`src/sadc_pkg.sv`:
```
// Purpose: Constants and types for the SAR converter control block
// Assumes: 100 MHz ref_clk
// Notes: Timing counts are in ref_clk cycles
package sadc_pkg;
    localparam int REF_CLK_HZ = 100_000_000;
    localparam int RESULT_W = 8;
    localparam int OSC_HZ = 400_000;
    localparam int OSC_DIV = REF_CLK_HZ / OSC_HZ;
    localparam int OSC_CNT_W = 8;
    localparam logic [OSC_CNT_W-1:0] OSC_LAST = 8'(OSC_DIV - 1);
    // Conversion takes RESULT_W oscillator periods plus one settle step
    localparam int CONV_STEPS = RESULT_W + 1;
    localparam int CONV_MAX_US = 35;
    localparam int CONV_MAX_CYC = CONV_MAX_US * (REF_CLK_HZ / 1_000_000);
    localparam int STROBE_MIN_NS = 1000;
    localparam int STROBE_MIN_CYC = (STROBE_MIN_NS * (REF_CLK_HZ / 1_000_000) + 999) / 1000;
    localparam logic [7:0] RESULT_ZERO = 8'h00;
    localparam logic [7:0] RESULT_ONES = 8'hFF;
    localparam logic [3:0] BIT_CNT_RST = 4'h0;
    localparam logic [3:0] BIT_CNT_LAST = 4'h8;
    typedef enum logic [2:0] {
        SADC_IDLE = 3'b000,
        SADC_ARMED = 3'b001,
        SADC_CONV = 3'b011,
        SADC_READ = 3'b010,
        SADC_DONE = 3'b110
    } sadc_state_t;
endpackage

```
`src/sadc_osc_if.sv`:
```
// Purpose: Carrier between control and internal oscillator
// Assumes: Same clock domain
// Notes: Tick is one ref_clk pulse per oscillator period
`timescale 1ns/100ps
`default_nettype none
interface sadc_osc_if;
    logic run;
    logic tick;
    modport ctrl (output run, input tick);
    modport osc (input run, output tick);
endinterface
`default_nettype wire

```
`src/sadc_osc.sv`:
```
// Purpose: Internal 400 kHz step oscillator
// Assumes: ref_clk at 100 MHz
// Notes: Counts freely while run is high
`timescale 1ns/100ps
`default_nettype none
module sadc_osc
    import sadc_pkg::*;
(
    input wire logic ref_clk,
    input wire logic srst,
    sadc_osc_if.osc osc
);
    logic [OSC_CNT_W-1:0] cnt_q;
    logic tick_q;

    // Divider held at zero while run is low, independent of the shift clock
    always_ff @(posedge ref_clk) begin
        if (srst || !osc.run) begin
            cnt_q <= '0;
            tick_q <= 1'b0;
        end else begin
            tick_q <= (cnt_q == OSC_LAST);
            cnt_q <= (cnt_q == OSC_LAST) ? '0 : cnt_q + 8'h01;
        end
    end
    assign osc.tick = tick_q;
endmodule
`default_nettype wire

```
`src/sadc_ctrl.sv`:
```
// Purpose: Conversion control and 3-wire serial readout of an 8-bit SAR converter
// Assumes: Pins are asynchronous to ref_clk; analog sample arrives as a digital word
// Notes: Shift clock edges found by sampling
`timescale 1ns/100ps
`default_nettype none
module sadc_ctrl
    import sadc_pkg::*;
(
    input wire logic ref_clk,
    input wire logic srst,
    input wire logic conversion_start_strobe,
    input wire logic shift_clock,
    input wire logic shutdown_n,
    input wire logic [8:0] sample_code,
    input wire logic sample_negative,
    output logic serial_data_out,
    output logic serial_data_oe,
    output logic tracking,
    output logic low_power
);
    sadc_osc_if osc_bus ();
    sadc_osc i_sadc_osc (
        .ref_clk(ref_clk),
        .srst(srst),
        .osc(osc_bus)
    );

    logic [1:0] cs_sync_q, sc_sync_q, sd_sync_q;
    logic cs_prev_q, sc_prev_q;
    logic cs_s, sc_s, sd_s, cs_fall, cs_rise, sc_fall;

    always_ff @(posedge ref_clk) begin
        if (srst) begin
            cs_sync_q <= 2'h0;
            sc_sync_q <= 2'h0;
            sd_sync_q <= 2'h3;
            cs_prev_q <= 1'b0;
            sc_prev_q <= 1'b0;
        end else begin
            cs_sync_q <= {cs_sync_q[0], conversion_start_strobe};
            sc_sync_q <= {sc_sync_q[0], shift_clock};
            sd_sync_q <= {sd_sync_q[0], shutdown_n};
            cs_prev_q <= cs_sync_q[1];
            sc_prev_q <= sc_sync_q[1];
        end
    end
    assign cs_s = cs_sync_q[1];
    assign sc_s = sc_sync_q[1];
    assign sd_s = sd_sync_q[1];
    assign cs_fall = cs_prev_q && !cs_s;
    assign cs_rise = !cs_prev_q && cs_s;
    assign sc_fall = sc_prev_q && !sc_s;

    sadc_state_t state_q;
    logic [3:0] step_q;
    logic [3:0] bit_cnt_q;
    logic [7:0] held_q, result_q, shift_q;
    logic aborted_q;
    logic conv_end;

    assign osc_bus.run = (state_q == SADC_CONV);
    assign conv_end = (state_q == SADC_CONV) && osc_bus.tick && (step_q == 4'(CONV_STEPS - 1));

    // Clamped straight binary code of the held sample
    function automatic logic [7:0] code_of(input logic neg, input logic [8:0] raw);
        logic [7:0] c;
        c = RESULT_ZERO;
        if (neg) begin
            c = RESULT_ZERO;
        end else if (raw[8]) begin
            c = RESULT_ONES;
        end else begin
            c = raw[7:0];
        end
        return c;
    endfunction

    // Main sequence
    always_ff @(posedge ref_clk) begin
        if (srst || !sd_s) begin
            state_q <= SADC_IDLE;
        end else begin
            case (state_q)
                SADC_IDLE: if (cs_rise) state_q <= SADC_ARMED;
                SADC_ARMED: if (cs_fall) state_q <= SADC_CONV;
                SADC_CONV: if (conv_end) state_q <= SADC_READ;
                SADC_READ: if (sc_fall && !cs_s && bit_cnt_q == 4'(RESULT_W - 1)) begin
                    state_q <= SADC_DONE;
                end
                SADC_DONE: state_q <= SADC_IDLE;
                default: state_q <= SADC_IDLE;
            endcase
        end
    end

    // Oscillator step counter
    always_ff @(posedge ref_clk) begin
        if (srst || state_q != SADC_CONV) begin
            step_q <= 4'h0;
        end else if (osc_bus.tick) begin
            step_q <= step_q + 4'h1;
        end
    end

    // Sample hold and successive approximation register
    always_ff @(posedge ref_clk) begin
        if (srst) begin
            held_q <= RESULT_ZERO;
            result_q <= RESULT_ZERO;
        end else if (state_q == SADC_ARMED && cs_fall) begin
            held_q <= code_of(sample_negative, sample_code);
            result_q <= RESULT_ZERO;
        end else if (state_q == SADC_CONV && osc_bus.tick && step_q < 4'(RESULT_W)) begin
            result_q[3'(RESULT_W - 1) - step_q[2:0]] <= held_q[3'(RESULT_W - 1) - step_q[2:0]];
        end
    end

    // Output shift register and bit counter
    always_ff @(posedge ref_clk) begin
        if (srst || !sd_s) begin
            shift_q <= RESULT_ZERO;
            bit_cnt_q <= BIT_CNT_RST;
        end else if (conv_end) begin
            shift_q <= result_q;
            bit_cnt_q <= BIT_CNT_RST;
        end else if (state_q == SADC_READ && sc_fall && !cs_s) begin
            shift_q <= {shift_q[6:0], 1'b0};
            bit_cnt_q <= bit_cnt_q + 4'h1;
        end
    end

    // Shutdown abort memory; cleared by eight shift clocks once shutdown_n is high, in any state
    logic [3:0] clr_cnt_q;
    always_ff @(posedge ref_clk) begin
        if (srst) begin
            aborted_q <= 1'b0;
            clr_cnt_q <= 4'h0;
        end else if (!sd_s && (state_q == SADC_CONV || state_q == SADC_ARMED)) begin
            aborted_q <= 1'b1;
            clr_cnt_q <= 4'h0;
        end else if (aborted_q && sd_s && sc_fall) begin
            clr_cnt_q <= clr_cnt_q + 4'h1;
            if (clr_cnt_q == 4'(RESULT_W - 1)) begin
                aborted_q <= 1'b0;
            end
        end
    end

    // Pin drive
    always_ff @(posedge ref_clk) begin
        if (srst) begin
            serial_data_out <= 1'b0;
            serial_data_oe <= 1'b0;
        end else if (!sd_s) begin
            serial_data_out <= 1'b0;
            serial_data_oe <= 1'b0;
        end else if (state_q == SADC_CONV && !conv_end) begin
            serial_data_out <= 1'b0;
            serial_data_oe <= 1'b1;
        end else if (conv_end) begin
            serial_data_out <= result_q[7];
            serial_data_oe <= 1'b1;
        end else if (state_q == SADC_READ) begin
            if (sc_fall && !cs_s && bit_cnt_q == 4'(RESULT_W - 1)) begin
                serial_data_oe <= 1'b0;
                serial_data_out <= 1'b0;
            end else if (sc_fall && !cs_s) begin
                serial_data_out <= shift_q[6];
                serial_data_oe <= 1'b1;
            end
        end else begin
            serial_data_out <= 1'b0;
            serial_data_oe <= 1'b0;
        end
    end

    assign tracking = (state_q != SADC_CONV);
    assign low_power = !sd_s;

    // Cycle counter from strobe fall to result
    int unsigned conv_cyc_q;
    always_ff @(posedge ref_clk) begin
        if (srst || state_q != SADC_CONV) conv_cyc_q <= 0;
        else conv_cyc_q <= conv_cyc_q + 1;
    end

    AST_CONV_BOUND: assert property (@(posedge ref_clk) disable iff (srst)
        conv_cyc_q <= CONV_MAX_CYC) else $error("conversion too long");
    AST_START_ON_FALL: assert property (@(posedge ref_clk) disable iff (srst || !sd_s)
        state_q == SADC_ARMED && cs_fall |=> state_q == SADC_CONV)
        else $error("strobe fall did not start conversion");
    AST_LOW_DURING_CONV: assert property (@(posedge ref_clk) disable iff (srst || !sd_s)
        state_q == SADC_CONV && $past(state_q) == SADC_CONV |-> serial_data_oe && !serial_data_out)
        else $error("output not low during conversion");
    AST_MSB_FIRST: assert property (@(posedge ref_clk) disable iff (srst || !sd_s)
        conv_end |=> serial_data_oe && serial_data_out == $past(result_q[7]))
        else $error("msb not presented");
    AST_HIZ_SHUTDOWN: assert property (@(posedge ref_clk) disable iff (srst)
        !sd_s |=> !serial_data_oe && state_q == SADC_IDLE)
        else $error("output driven in shutdown");
    AST_NO_SHIFT_STROBE_HIGH: assert property (@(posedge ref_clk) disable iff (srst || !sd_s)
        state_q == SADC_READ && cs_s |=> $stable(bit_cnt_q))
        else $error("shift while strobe high");
    AST_RELEASE_EIGHTH: assert property (@(posedge ref_clk) disable iff (srst || !sd_s)
        state_q == SADC_READ && sc_fall && !cs_s && bit_cnt_q == 4'h7
        |=> !serial_data_oe ##1 state_q == SADC_IDLE)
        else $error("not released at eighth fall");
    AST_IDLE_NEEDS_RISE: assert property (@(posedge ref_clk) disable iff (srst || !sd_s)
        state_q == SADC_IDLE && !cs_rise |=> state_q == SADC_IDLE)
        else $error("left idle without strobe rise");
    AST_EXTRA_CLOCKS_HIZ: assert property (@(posedge ref_clk) disable iff (srst)
        state_q == SADC_IDLE && $past(state_q) == SADC_IDLE |-> !serial_data_oe)
        else $error("driven after readout");
    AST_TRACK: assert property (@(posedge ref_clk) disable iff (srst || !sd_s)
        conv_end |=> tracking) else $error("track not resumed");

    COV_CONV: cover property (@(posedge ref_clk) disable iff (srst) conv_end);
    COV_READOUT: cover property (@(posedge ref_clk) disable iff (srst) state_q == SADC_DONE);
    COV_ABORT: cover property (@(posedge ref_clk) disable iff (srst)
        state_q == SADC_CONV ##1 !sd_s);
    COV_ABORT_CLEAR: cover property (@(posedge ref_clk) disable iff (srst)
        aborted_q ##1 !aborted_q);
    COV_PAUSE: cover property (@(posedge ref_clk) disable iff (srst)
        state_q == SADC_READ && cs_s && sc_fall);
endmodule
`default_nettype wire

```
`config.mk`:
```
export PLATFORM = sky130hd
export DESIGN_NAME = sadc_ctrl
export DESIGN_NICKNAME = d
export VERILOG_FILES = /design/src/sadc_pkg.sv /design/src/sadc_osc_if.sv /design/src/sadc_osc.sv /design/src/sadc_ctrl.sv
export SDC_FILE = /design/constraint.sdc
export NUM_CORES = 1
export LEC_CHECK = 0
export ABC_AREA = 1
export BUFFER_PORTS_ARGS = -buffer_cell sky130_fd_sc_hd__buf_2
export CORE_MARGIN = 8
export CORE_UTILIZATION = 40
export DETAILED_ROUTE_END_ITERATION = 6
export RECOVER_POWER = 50
export SYNTH_ARGS = -nofsm -noshare
export SYNTH_HDL_FRONTEND = slang
export SYNTH_HIERARCHICAL = 1
export SYNTH_SLANG_ARGS = --single-unit
```
`constraint.sdc`:
```
create_clock -name ref_clk -period 1.3 [get_ports ref_clk]
set_input_delay 0.065 -clock ref_clk [delete_from_list [all_inputs] [get_ports ref_clk]]
set_output_delay 0.065 -clock ref_clk [all_outputs]
set_load 0.02 [all_outputs]
```
* After elaboration in Yosys (flattened, before gate mapping)
Cells that the tools add are included.
** Storage, ports and cells
- Output and inout bits :: 4
- Word-level logic and storage cells :: 89
- Bits in registers :: 53
- Input port bits :: 15
** Operators by class
- Multiplexer cells :: 23
- Bitwise operators :: 1
- Reduce and logical (&&, ||, !) cells :: 30
- Equal/unequal tests :: 13
- Add/sub/neg operators :: 4
- Order comparisons :: 3
** Operator list (number)
- two-way mux 8 bit :: 2
- two-way mux 7 bit :: 2
- logical AND 1 bit :: 13
- two-way mux 3 bit :: 4
- one-hot mux 3 bit (4 select lines) :: 1
- two-way mux 1 bit :: 11
- adder 4 x 1 -> 4 bit (second input constant) :: 2
- adder 8 x 1 -> 8 bit (second input constant) :: 1
- bitwise mux 8 bit :: 1
- equality test 8 bit (second input constant) :: 1
- OR reduction 2 bit :: 4
- equality test 3 x 2 -> 1 bit (second input constant) :: 2
- logical NOT 1 bit :: 6
- inequality test 2 bit (second input constant) :: 3
- inequality test 5 x 2 -> 1 bit (second input constant) :: 1
- equality test 4 x 3 -> 1 bit (second input constant) :: 1
- equality test 4 bit (second input constant) :: 1
- < comparator 3 x 4 -> 1 bit (second input constant) :: 1
- < comparator 4 bit (second input constant) :: 1
- inequality test 4 x 2 -> 1 bit (second input constant) :: 1
- AND reduction 4 bit :: 1
- binary-select mux 1 bit (select 3 bit) :: 1
- demux 1 bit (select 3 bit) :: 1
- equality test 3 x 1 -> 1 bit (second input constant) :: 1
- other kinds (9) :: 11

* Logic depth before layout (Yosys ltp)
Gate-level depths: netlist (run 1).
- Depth in word-level cells :: 8
- Depth in mapped cells :: 9
- Gate-level depth less buffers :: 9

* By module
The synthesis (run 1) kept the hierarchy.
** By module, submodules not included
- sadc_ctrl :: area an instance 2163.3 um2, times used 1, cells an instance 324, seq. area each 880.8 um2
- sadc_osc :: area an instance 503.0 um2, times used 1, cells an instance 55, seq. area each 180.2 um2

* Least setup slack after synthesis (run 1)
OpenSTA, ideal clock, no wires.
- Kind :: register -> register
- Start :: register state_q[0]
- End :: register bit_cnt_q[2]
- Cell stages (with the launch flop) :: 8
- Clock period less this slack :: 1.363 ns
- Buffers on the path :: 0
- Path slack :: -0.063 ns
- Required time :: 1.190 ns
- Arrival time :: 1.252 ns
- Setup time :: 0.110 ns
- Cells stage by stage :: dfxtp_1 > nand3_2 > nor2_4 > nand3_4 > nand2_2 > inv_2 > nand3_1 > inv_1
** On the way
- Word-level cells in the longest chain between the ends :: 4
- Elaborated cells on any way between the ends :: 7
- Those cells by class :: 2 x eq/ne; 5 x reduce/logical
** Ends and longest elaborated chain
- from (decl) :: line sadc_ctrl.sv:54 : sadc_state_t state_q;
- from (signal assigned) :: line sadc_ctrl.sv:81 : state_q <= SADC_IDLE;
- from (signal assigned) :: line sadc_ctrl.sv:84 : SADC_IDLE: if (cs_rise) state_q <= SADC_ARMED;
- from (signal assigned) :: line sadc_ctrl.sv:85 : SADC_ARMED: if (cs_fall) state_q <= SADC_CONV;
- equality test 3 x 2 -> 1 bit :: line sadc_ctrl.sv:62 : assign conv_end = (state_q == SADC_CONV) && osc_bus.tick && (step_q == 4'(CONV_STEPS - 1));
- logical AND 1 bit (2 in a row) :: line sadc_ctrl.sv:62
- OR reduction 2 bit (no line)
- to (signal assigned) :: line sadc_ctrl.sv:128 : bit_cnt_q <= bit_cnt_q + 4'h1;
- to (decl) :: line sadc_ctrl.sv:56 : logic [3:0] bit_cnt_q;
Several ways; a longest one is shown, not always the timed one.
A chain may end at the register's enable or synchronous reset.

* Worst setup path after layout (run 1)
- Start :: register step_q[1]
- End :: register result_q[0]
** On the way
- Word-level cells in the longest chain between the ends :: 6
- Elaborated cells on any way between the ends :: 11
- Those cells by class :: 1 x add/sub; 3 x order compare; 5 x mux; 2 x reduce/logical
** Ends and longest elaborated chain
- from (decl) :: line sadc_ctrl.sv:55 : logic [3:0] step_q;
- from (signal assigned) :: line sadc_ctrl.sv:101 : step_q <= step_q + 4'h1;
- subtractor 3 bit :: line sadc_ctrl.sv:114 : result_q[3'(RESULT_W - 1) - step_q[2:0]] <= held_q[3'(RESULT_W - 1) - step_q[2:0]];
- < comparator 3 x 4 -> 1 bit (implied by the code) / >= comparator 3 x 1 -> 1 bit (equally long branches) :: line sadc_ctrl.sv:114
- logical AND 1 bit (implied by the code) :: line sadc_ctrl.sv:114
- two-way mux 1 bit (implied by the code) :: line sadc_ctrl.sv:114
- demux 1 bit (select 3 bit) :: line sadc_ctrl.sv:114
- bitwise mux 8 bit :: line sadc_ctrl.sv:114
- to (signal, indexed assignment) :: line sadc_ctrl.sv:114
- to (decl) :: line sadc_ctrl.sv:57 : logic [7:0] held_q, result_q, shift_q;
Several ways; a longest one is shown, not always the timed one. The select of a mux whose other input is x is not followed.

==> results of run 1 <==
per-layer routing:
metal / part of all wire (%) / global-route usage [%] / vias up
li1: - / - / 1313
met1: 47 / 14.9 / 1118
met2: 49 / 20.0 / 31
met3: 2.7 / 2.70 / 11
met4: 1.4 / 4.31 / 0
met5: 0 / 0 / -
cell type report:
| cell class | instances | share of cell area [%] |
|---|---|---|
| Clock inverter | 1 | 0.210 |
| Timing Repair Buffer | 67 | 14.7 |
| Inverter | 72 | 8.27 |
| Multi-Input combinational cell | 247 | 41.5 |
| Sequential cell | 53 | 30.5 |
| Clock buffer | 7 | 2.14 |
| Tap cell | 77 | 2.70 |
cell families (layout without fill, tap and decap cells):
group	after synthesis	in the layout
DFF	53	53
adders and majority gates	4	4
xor gates and xnor gates	3	3
buffers and inverters	80	147
and+or+nand+nor	208	209
AOI/OAI and AO/OA	31	31
worst register-to-register path: stages (launching register included):
cell     delay, ns
dfxtp_4       0.42
nor2_4        0.06
buf_4         0.14
nand3_2       0.05
nand2_1       0.05
nor2_1        0.12
buf_6         0.16
nand3_1       0.08
nand2_1       0.08
inv_1         0.03
cell usage in the layout, fill, tap and decap left out, types with 8 or more instances in the layout:
cell | synthesis | routed
a21oi_1 | 10 | 9
a21oi_2 | 7 | 8
buf_2 | 3 | 14
buf_4 | 0 | 33
buf_6 | 1 | 9
dfxtp_1 | 53 | 41
inv_1 | 68 | 62
nand2_1 | 69 | 60
nand3_1 | 46 | 35
nand3_2 | 1 | 12
nor2_1 | 57 | 42
nor2_2 | 8 | 18
nor2_4 | 3 | 8
worst paths after layout:
path | end | from | slack (ns)
worst max-delay path | result_q[0]$_SDFFE_PP0P_ | step_q[1]$_SDFFE_PP0P_ | 0.01
worst min-delay path | held_q[5]$_SDFFE_PP0P_ | sample_code[5] | 0.02
worst max register to register | result_q[0]$_SDFFE_PP0P_ | step_q[1]$_SDFFE_PP0P_ | 0.01
worst min register to register | sc_sync_q[1]$_SDFF_PP0_ | sc_sync_q[0]$_SDFF_PP0_ | 0.41
registers in the layout, summed over array words and instances (netlist names), 3 cells and up:
register	cells
state_q	3
i_sadc_osc/cnt_q	8
result_q	8
shift_q	7
held_q	8
step_q	4
bit_cnt_q	4
per-stage QoR:
stage / power, mW / TNS, ns / worst slack (ns)
final: 2.76 / 0 / 0.00978
after global routing: 2.87 / -0.956 / -0.0831
after CTS: 2.78 / 0 / 0.00132
after detailed placement: 1.86 / -1.74 / -0.152
after global placement: 1.86 / -1.59 / -0.125
after floorplan: 1.79 / 0 / 0.0201
timing repair:
action | CTS | global route
pin swaps | 6 | 28
cloned | 0 | 1
gates resized for setup | 14 | 75
setup buffers | 0 | 6
endpoints found under the setup margin | 31 | 39
hold buffers | 5 | 0
hold endpoints to repair | 3 | 0
report_power, final:
| group | internal (mW) | leakage (nW) | switching (mW) |
|---|---|---|---|
| Sequential | 1.63 | 0.436 | 0.0185 |
| Combinational | 0.0922 | 1.06 | 0.103 |
| Clock | 0.382 | 0.0385 | 0.528 |
| Total | 2.11 | 1.54 | 0.649 |
==> impl_summary.md, run 1 <==
Outcome
The run finished with clean final reports.

Layout
After the flow finishes, the layout carries non-filler instances totaling 524. The repair_antennas step left the layout with diodes totalling 0. At the end of the flow, the number of nets in the layout was 465. Of the cells placed in the final design, the portion with a size suffix greater than 1 is 35.6%. The multi-input gate area in the final layout is 1480 um2. The final-layout fill cell count is 599.

The area growth from synthesis to layout is 34.0%. The area occupied by registers is 1090 um2. The fraction of the core area covered by cells at the end of the flow is 55.9%.

The post-layout instance area is 3570 um2.

Floorplan
The die covers 9530 um2. The floorplan has 29 rows. In this run the horizontal extent of the chip is 97.6 um.

The starting density of the core is 41.8%. Pin placement for this block handled 19 I/O pins. The die is 97.6 um tall. The core region is 6390 um2.

Clocking
The clock passes through at most 2 buffers. After clock tree synthesis, the clock-pin slew on the worst setup and hold paths is 0.09 ns. TritonCTS built the clock tree. The number of buffers created by CTS is 5.

The clock network latency to the later pin of the worst-skew pair is 0.30 ns. The clock net in this run drives a total of 53 sinks. The clock root buffer is clkbuf_8. The H-tree was split into 2 levels.

Route
The iteration-0 DRC count of the detailed router is 81. The post-detailed-route count of antenna-violating nets is 0. For this run, design rule violations remaining after detail routing come to 0. The pre-antenna-repair detailed-routing pass consisted of 4 iterations. Dividing the detail-routed via count by the number of cells gives 4.72. The routed design has 6140 um of wire.

The total vias in the final route is 2473. The average wire per standard cell is 11.7 um.

Setup path
The maximum net fanout on the critical path is 8. The critical path class is register to register. The critical path's largest stage delay is 0.42 ns.

The data required time at the worst endpoint is 1.51 ns. The depth of the worst register-to-register path is 9. The critical path startpoint category is a register. STA classifies the critical path endpoint as a register.

The cell that appears most often on the critical path is nand2_1. The signal on the critical path passes through nor2_4 -> buf_4 -> nand3_2 -> nand2_1 -> nor2_1 -> buf_6 -> nand3_1 -> nand2_1 -> inv_1. For the worst setup path, the data arrival time is 1.50 ns.

The kind of cell with the highest combined delay along the critical path is simple AND/OR/NAND/NOR gates. For this design, the slowest cell found on the critical path is dfxtp_4. Counting both buffers and inverters, the worst setup path holds a total of 3. In this run the number of cells on the critical path is 9.

STA
Setup repair after global routing could not meet its margin everywhere. Hold timing on the final database bottoms out at a slack of 0.0246 ns. The final hold violation count is 0.

For the pin with the worst max-slew slack, the measured transition is 0.263 ns. The final setup skew is 0.00475 ns. Setup violations remaining at the end of the flow were counted as 0. Headroom to the max-slew limit came out at 82.6%. The share of the cycle needed by the critical path after routing is 99.2%. The worst path in the final design needs a cycle of 1.29 ns, including I/O delays and setup. The max-slew violation count is 0.

Static timing analysis puts the maximum clock frequency at 0.775 GHz.

GRT
The first global-routing pass estimated 9820 um of wire. For this run the aggregate overflow at the end of global routing stands at 0. The number of antenna violations at the first check in global routing is 0.

The via count of the first global-routing pass is 2289. The global router's overall resource usage is 12.1%. The largest net degree at the start of global routing is 16.

Placement
The count of buffers added on input and output ports is 18. The post-placement cell count is 504. The HPWL after detailed placement is 4140 um.

Routability-driven placement finished with a final weighted congestion of 0.800. The total cell area at the placement stage is 3120 um2.

Synthesis
The share of the Yosys chip area taken by registers is 39.8%. The most frequently used flop master after synthesis is dfxtp_1. The cell count after synthesis came out at 379. Summing the areas of all compound-gate instances in the mapped netlist gives 7.37% of the synthesized area. The register bit total from synthesis is 53. The count of synthesis-stage warnings from yosys is 6. The share of the synthesized area in the top cell type is 39.8%. The share of async-settable or async-resettable flops after synthesis is 0%. The fraction of the mapped netlist area in adder cells is 1.88%.

The combinational family with the most area after synthesis is simple AND/OR/NAND/NOR gates. By count the netlist is led by nand2_1 (69), inv_1 (68), nor2_1 (57). The area of the mapped netlist is 2670 um2. Measured against the total synthesized area, the mux share comes to 0%. The number of synthesized flops with an enable pin is 0. The top cell type by total area after synthesis is dfxtp_1.

In the post-synthesis netlist, the cell with the most instances is nand2_1. The number of nets in the synthesized netlist is 398. After Yosys synthesis, and, or, nand and nor cells account for 37.4% of the synthesized area. The area share of xor/xnor cells in the synthesized design is 0.985%. The mean post-synth cell area is 7.04 um2. By area the synthesized netlist is led by dfxtp_1 (40%), nand2_1 (9.7%), inv_1 (9.6%).

Yosys mapped the design onto 34 distinct sky130hd cell types.

Power and ir drop
In this run the static leakage power is 1.54 nW. The largest voltage drop on the vdd net is 0.000417 V. The power density of the placed cells is 771 nW/um2.

Job
Across the run, the number of max-cap violations was 0.

Min path
The min-delay analysis places its worst path in the category input port to register. The number of cells on the worst hold path is 3.
No activity file was read; power rests on OpenSTA's default activity.
==> inputs of run 2 (changes only) <==
==> constraint.sdc (replaced) <==
create_clock -name ref_clk -period 1.3 [get_ports ref_clk]
set_input_delay 0.065 -clock ref_clk [delete_from_list [all_inputs] [get_ports ref_clk]]
set_output_delay 0.065 -clock ref_clk [all_outputs]
set_load 0.005 [all_outputs]
==> impl_summary.md, run 2 (same netlist as run 1, synthesis figures left out) <==
Outcome
The flow ran to the end, but the final reports show violations. The final reports fail on negative setup slack.

Layout
The largest registers in the layout are held_q: 8 flops, i_sadc_osc/cnt_q: 8 flops, result_q: 8 flops. The repair_antennas step left the layout with diodes totalling 0. The net count of the finished layout is 467. The top cell types in the final layout, fill and taps aside, are inv_1 (64), nand2_1 (64), nor2_1 (48). From synthesis to final layout, the design area changed by 32.6%. Cells with a size suffix above 1 make up 31.5% of the layout. The fraction of the core area covered by cells at the end of the flow is 55.3%. After routing the design area is 3530 um2.

The final-layout fill cell count is 626.

STA
The final hold violation count is 0. At the pin with the least slew margin, the transition time is 0.329 ns. The max-slew violation count is 0. Setup violations remaining at the end of the flow were counted as 1. The sum of negative setup slack is -0.0366 ns. The smallest setup slack after layout is -0.0366 ns.

The final critical delay including setup and external delays is 1.34 ns. Setup repair after global routing could not meet its margin everywhere. The share of the cycle needed by the critical path after routing is 103%.

The tightest hold path in the finished design has a slack of 0.0289 ns. Derived from the worst setup path, the maximum achievable clock frequency is 0.748 GHz. The final setup skew is 0.0110 ns.

Headroom to the max-slew limit came out at 78.0%.

GRT
The number of antenna violations at the first check in global routing was 0. The global-route wire length before repair is 10100 um. The via count of the first global-routing pass is 2336. The largest net degree at the start of global routing is 16.

The global router's overall resource usage is 12.4%. The residual overflow from global routing is 0.

Floorplan
The core footprint is 6390 um2. The die height is 97.6 um. The floorplan row count is 29. The starting density of the core is 41.8%. The floorplan step defined a die boundary enclosing 9530 um2.

Measured along the x axis, the die boundary spans 97.6 um. The number of top-level pins is 19.

Min path
The launch instance of the worst min-delay path is sample_code[1]. The path with the worst hold slack has its endpoint at held_q[1]$_SDFFE_PP0P_. The tightest min-delay check is of the input port to register type. The number of cells on the worst hold path is 3.

Setup path
The critical path class is register to register. In this run the register-to-register setup slack is -0.04 ns. STA classifies the critical path endpoint as a register. The arrival time of the worst setup path is 1.59 ns. The worst register-to-register path has a depth of 8. The worst flop-to-flop path startpoint is state_q[2]$_SDFFE_PP0P_. In this run the critical register-to-register path is captured at result_q[0]$_SDFFE_PP0P_. The data required time at the worst endpoint is 1.55 ns.

STA classifies the critical path startpoint as a register. In this run the worst path has a maximum fanout of 8.

Route
For this block, the initial DRC count from the detailed router was 88. The via density per instance is 4.71. Across all layers, the routed design uses 2471 vias. The post-detailed-route count of antenna-violating nets is 0. The average wire per standard cell is 11.4 um. For this block, the routed nets add up to 5980 um of wire. After detailed routing, the number of remaining DRC violations is 0. The first-pass iteration count of the detailed router is 4.

Clocking
The clock root buffer is clkbuf_8. The clock slew seen by the registers of the worst setup and hold paths is 0.10 ns. The H-tree was split into 2 levels.

The number of buffers created by CTS is 5. The CTS tree is yes. The clock network latency to the later pin of the worst-skew pair is 0.31 ns. The TritonCTS sink count is 53. The longest clock path from root to sink contains 2 buffers.

Power and ir drop
VDD sags by at most 0.000572 V. The power density of the placed cells is 834 nW/um2. The analysis attributes to cell leakage a power of 1.54 nW.

The design draws 2.95 mW.

Job
Across the run, the number of max-cap violations was 0.

Placement
The HPWL after detailed placement is 4170 um. The congestion estimate from routability-driven global placement came to 0.786. The count of buffers inserted at the top-level ports is 18.

Once placement finished, the instance area stood at 3130 um2.
==> run 2: cell count changes in the layout (fill, tap and decap cells not counted), moves of 3 or more <==
cell     delta
nand2_1     +4
nor2_2      -8
nor2_1      +6
dfxtp_1     +4
nand2_4     -3
dfxtp_2     -3
==> run 2: worst max-delay path, cell delays in order (launching register included) <==
cell and delay, ns:
dfxtp_4 0.39, inv_4 0.08, nand3_4 0.11, nor2_4 0.22, buf_12 0.14, nand3_1 0.07, a21oi_1 0.15, nand2_1 0.08
inv_1 0.05
==> run 2: where the power goes <==
group	leakage (nW)	internal, mW	switching, mW
sequential	0.434	1.63	0.0185
clock	0.0540	0.561	0.543
combinational	1.05	0.0921	0.0986
total	1.54	2.29	0.660
==> run 2: layout make-up <==
| class | instances | area, um2 | share of cell area (%) |
|---|---|---|---|
| Multi-Input combinational cell | 247 | 1430 | 40.3 |
| Sequential cell | 53 | 1080 | 30.7 |
| Timing Repair Buffer | 69 | 533 | 15.1 |
| Inverter | 72 | 293 | 8.28 |
| Tap cell | 77 | 96.3 | 2.73 |
| Clock buffer | 5 | 68.8 | 1.95 |
| Clock inverter | 2 | 35.0 | 0.991 |
==> run 2: worst max-delay path by stage <==
stage                       startpoint                        to  depth (start not counted)
6_report       state_q[2]$_SDFFE_PP0P_  result_q[0]$_SDFFE_PP0P_                          8
4_1_cts         step_q[0]$_SDFFE_PP0P_  result_q[7]$_SDFFE_PP0P_                          9
2_1_floorplan   step_q[0]$_SDFFE_PP0P_  result_q[0]$_SDFFE_PP0P_                          8
5_1_grt        state_q[2]$_SDFFE_PP0P_  result_q[0]$_SDFFE_PP0P_                          8
3_3_place_gp    step_q[1]$_SDFFE_PP0P_  result_q[5]$_SDFFE_PP0P_                          7
3_5_place_dp    step_q[1]$_SDFFE_PP0P_  result_q[3]$_SDFFE_PP0P_                          7
==> run 2: layer usage <==
metal,share of wire [%],wire [um],GRT usage (%),vias to the layer above
li1,-,-,-,1314
met1,46,2770,15.1,1109
met2,48,2890,20.7,41
met3,3.9,231,3.13,7
met4,1.4,85,3.96,0
met5,0,0,0,-
==> run 2: stage by stage <==
step | instances | setup WS (ns)
2_1_floorplan | 379 | 0.0209
3_3_place_gp | 507 | -0.117
3_5_place_dp | 507 | -0.186
4_1_cts | 523 | -0.00795
5_1_grt | 525 | -0.123
6_report | 525 | -0.0366
==> run 2: repair_timing <==
item,in CTS,in global routing
endpoints found under the setup margin,38,39
hold endpoints to repair,3,0
pin swaps,12,28
resized for setup,19,45
hold buffers,5,0
buffers inserted,3,2
gates cloned,1,0
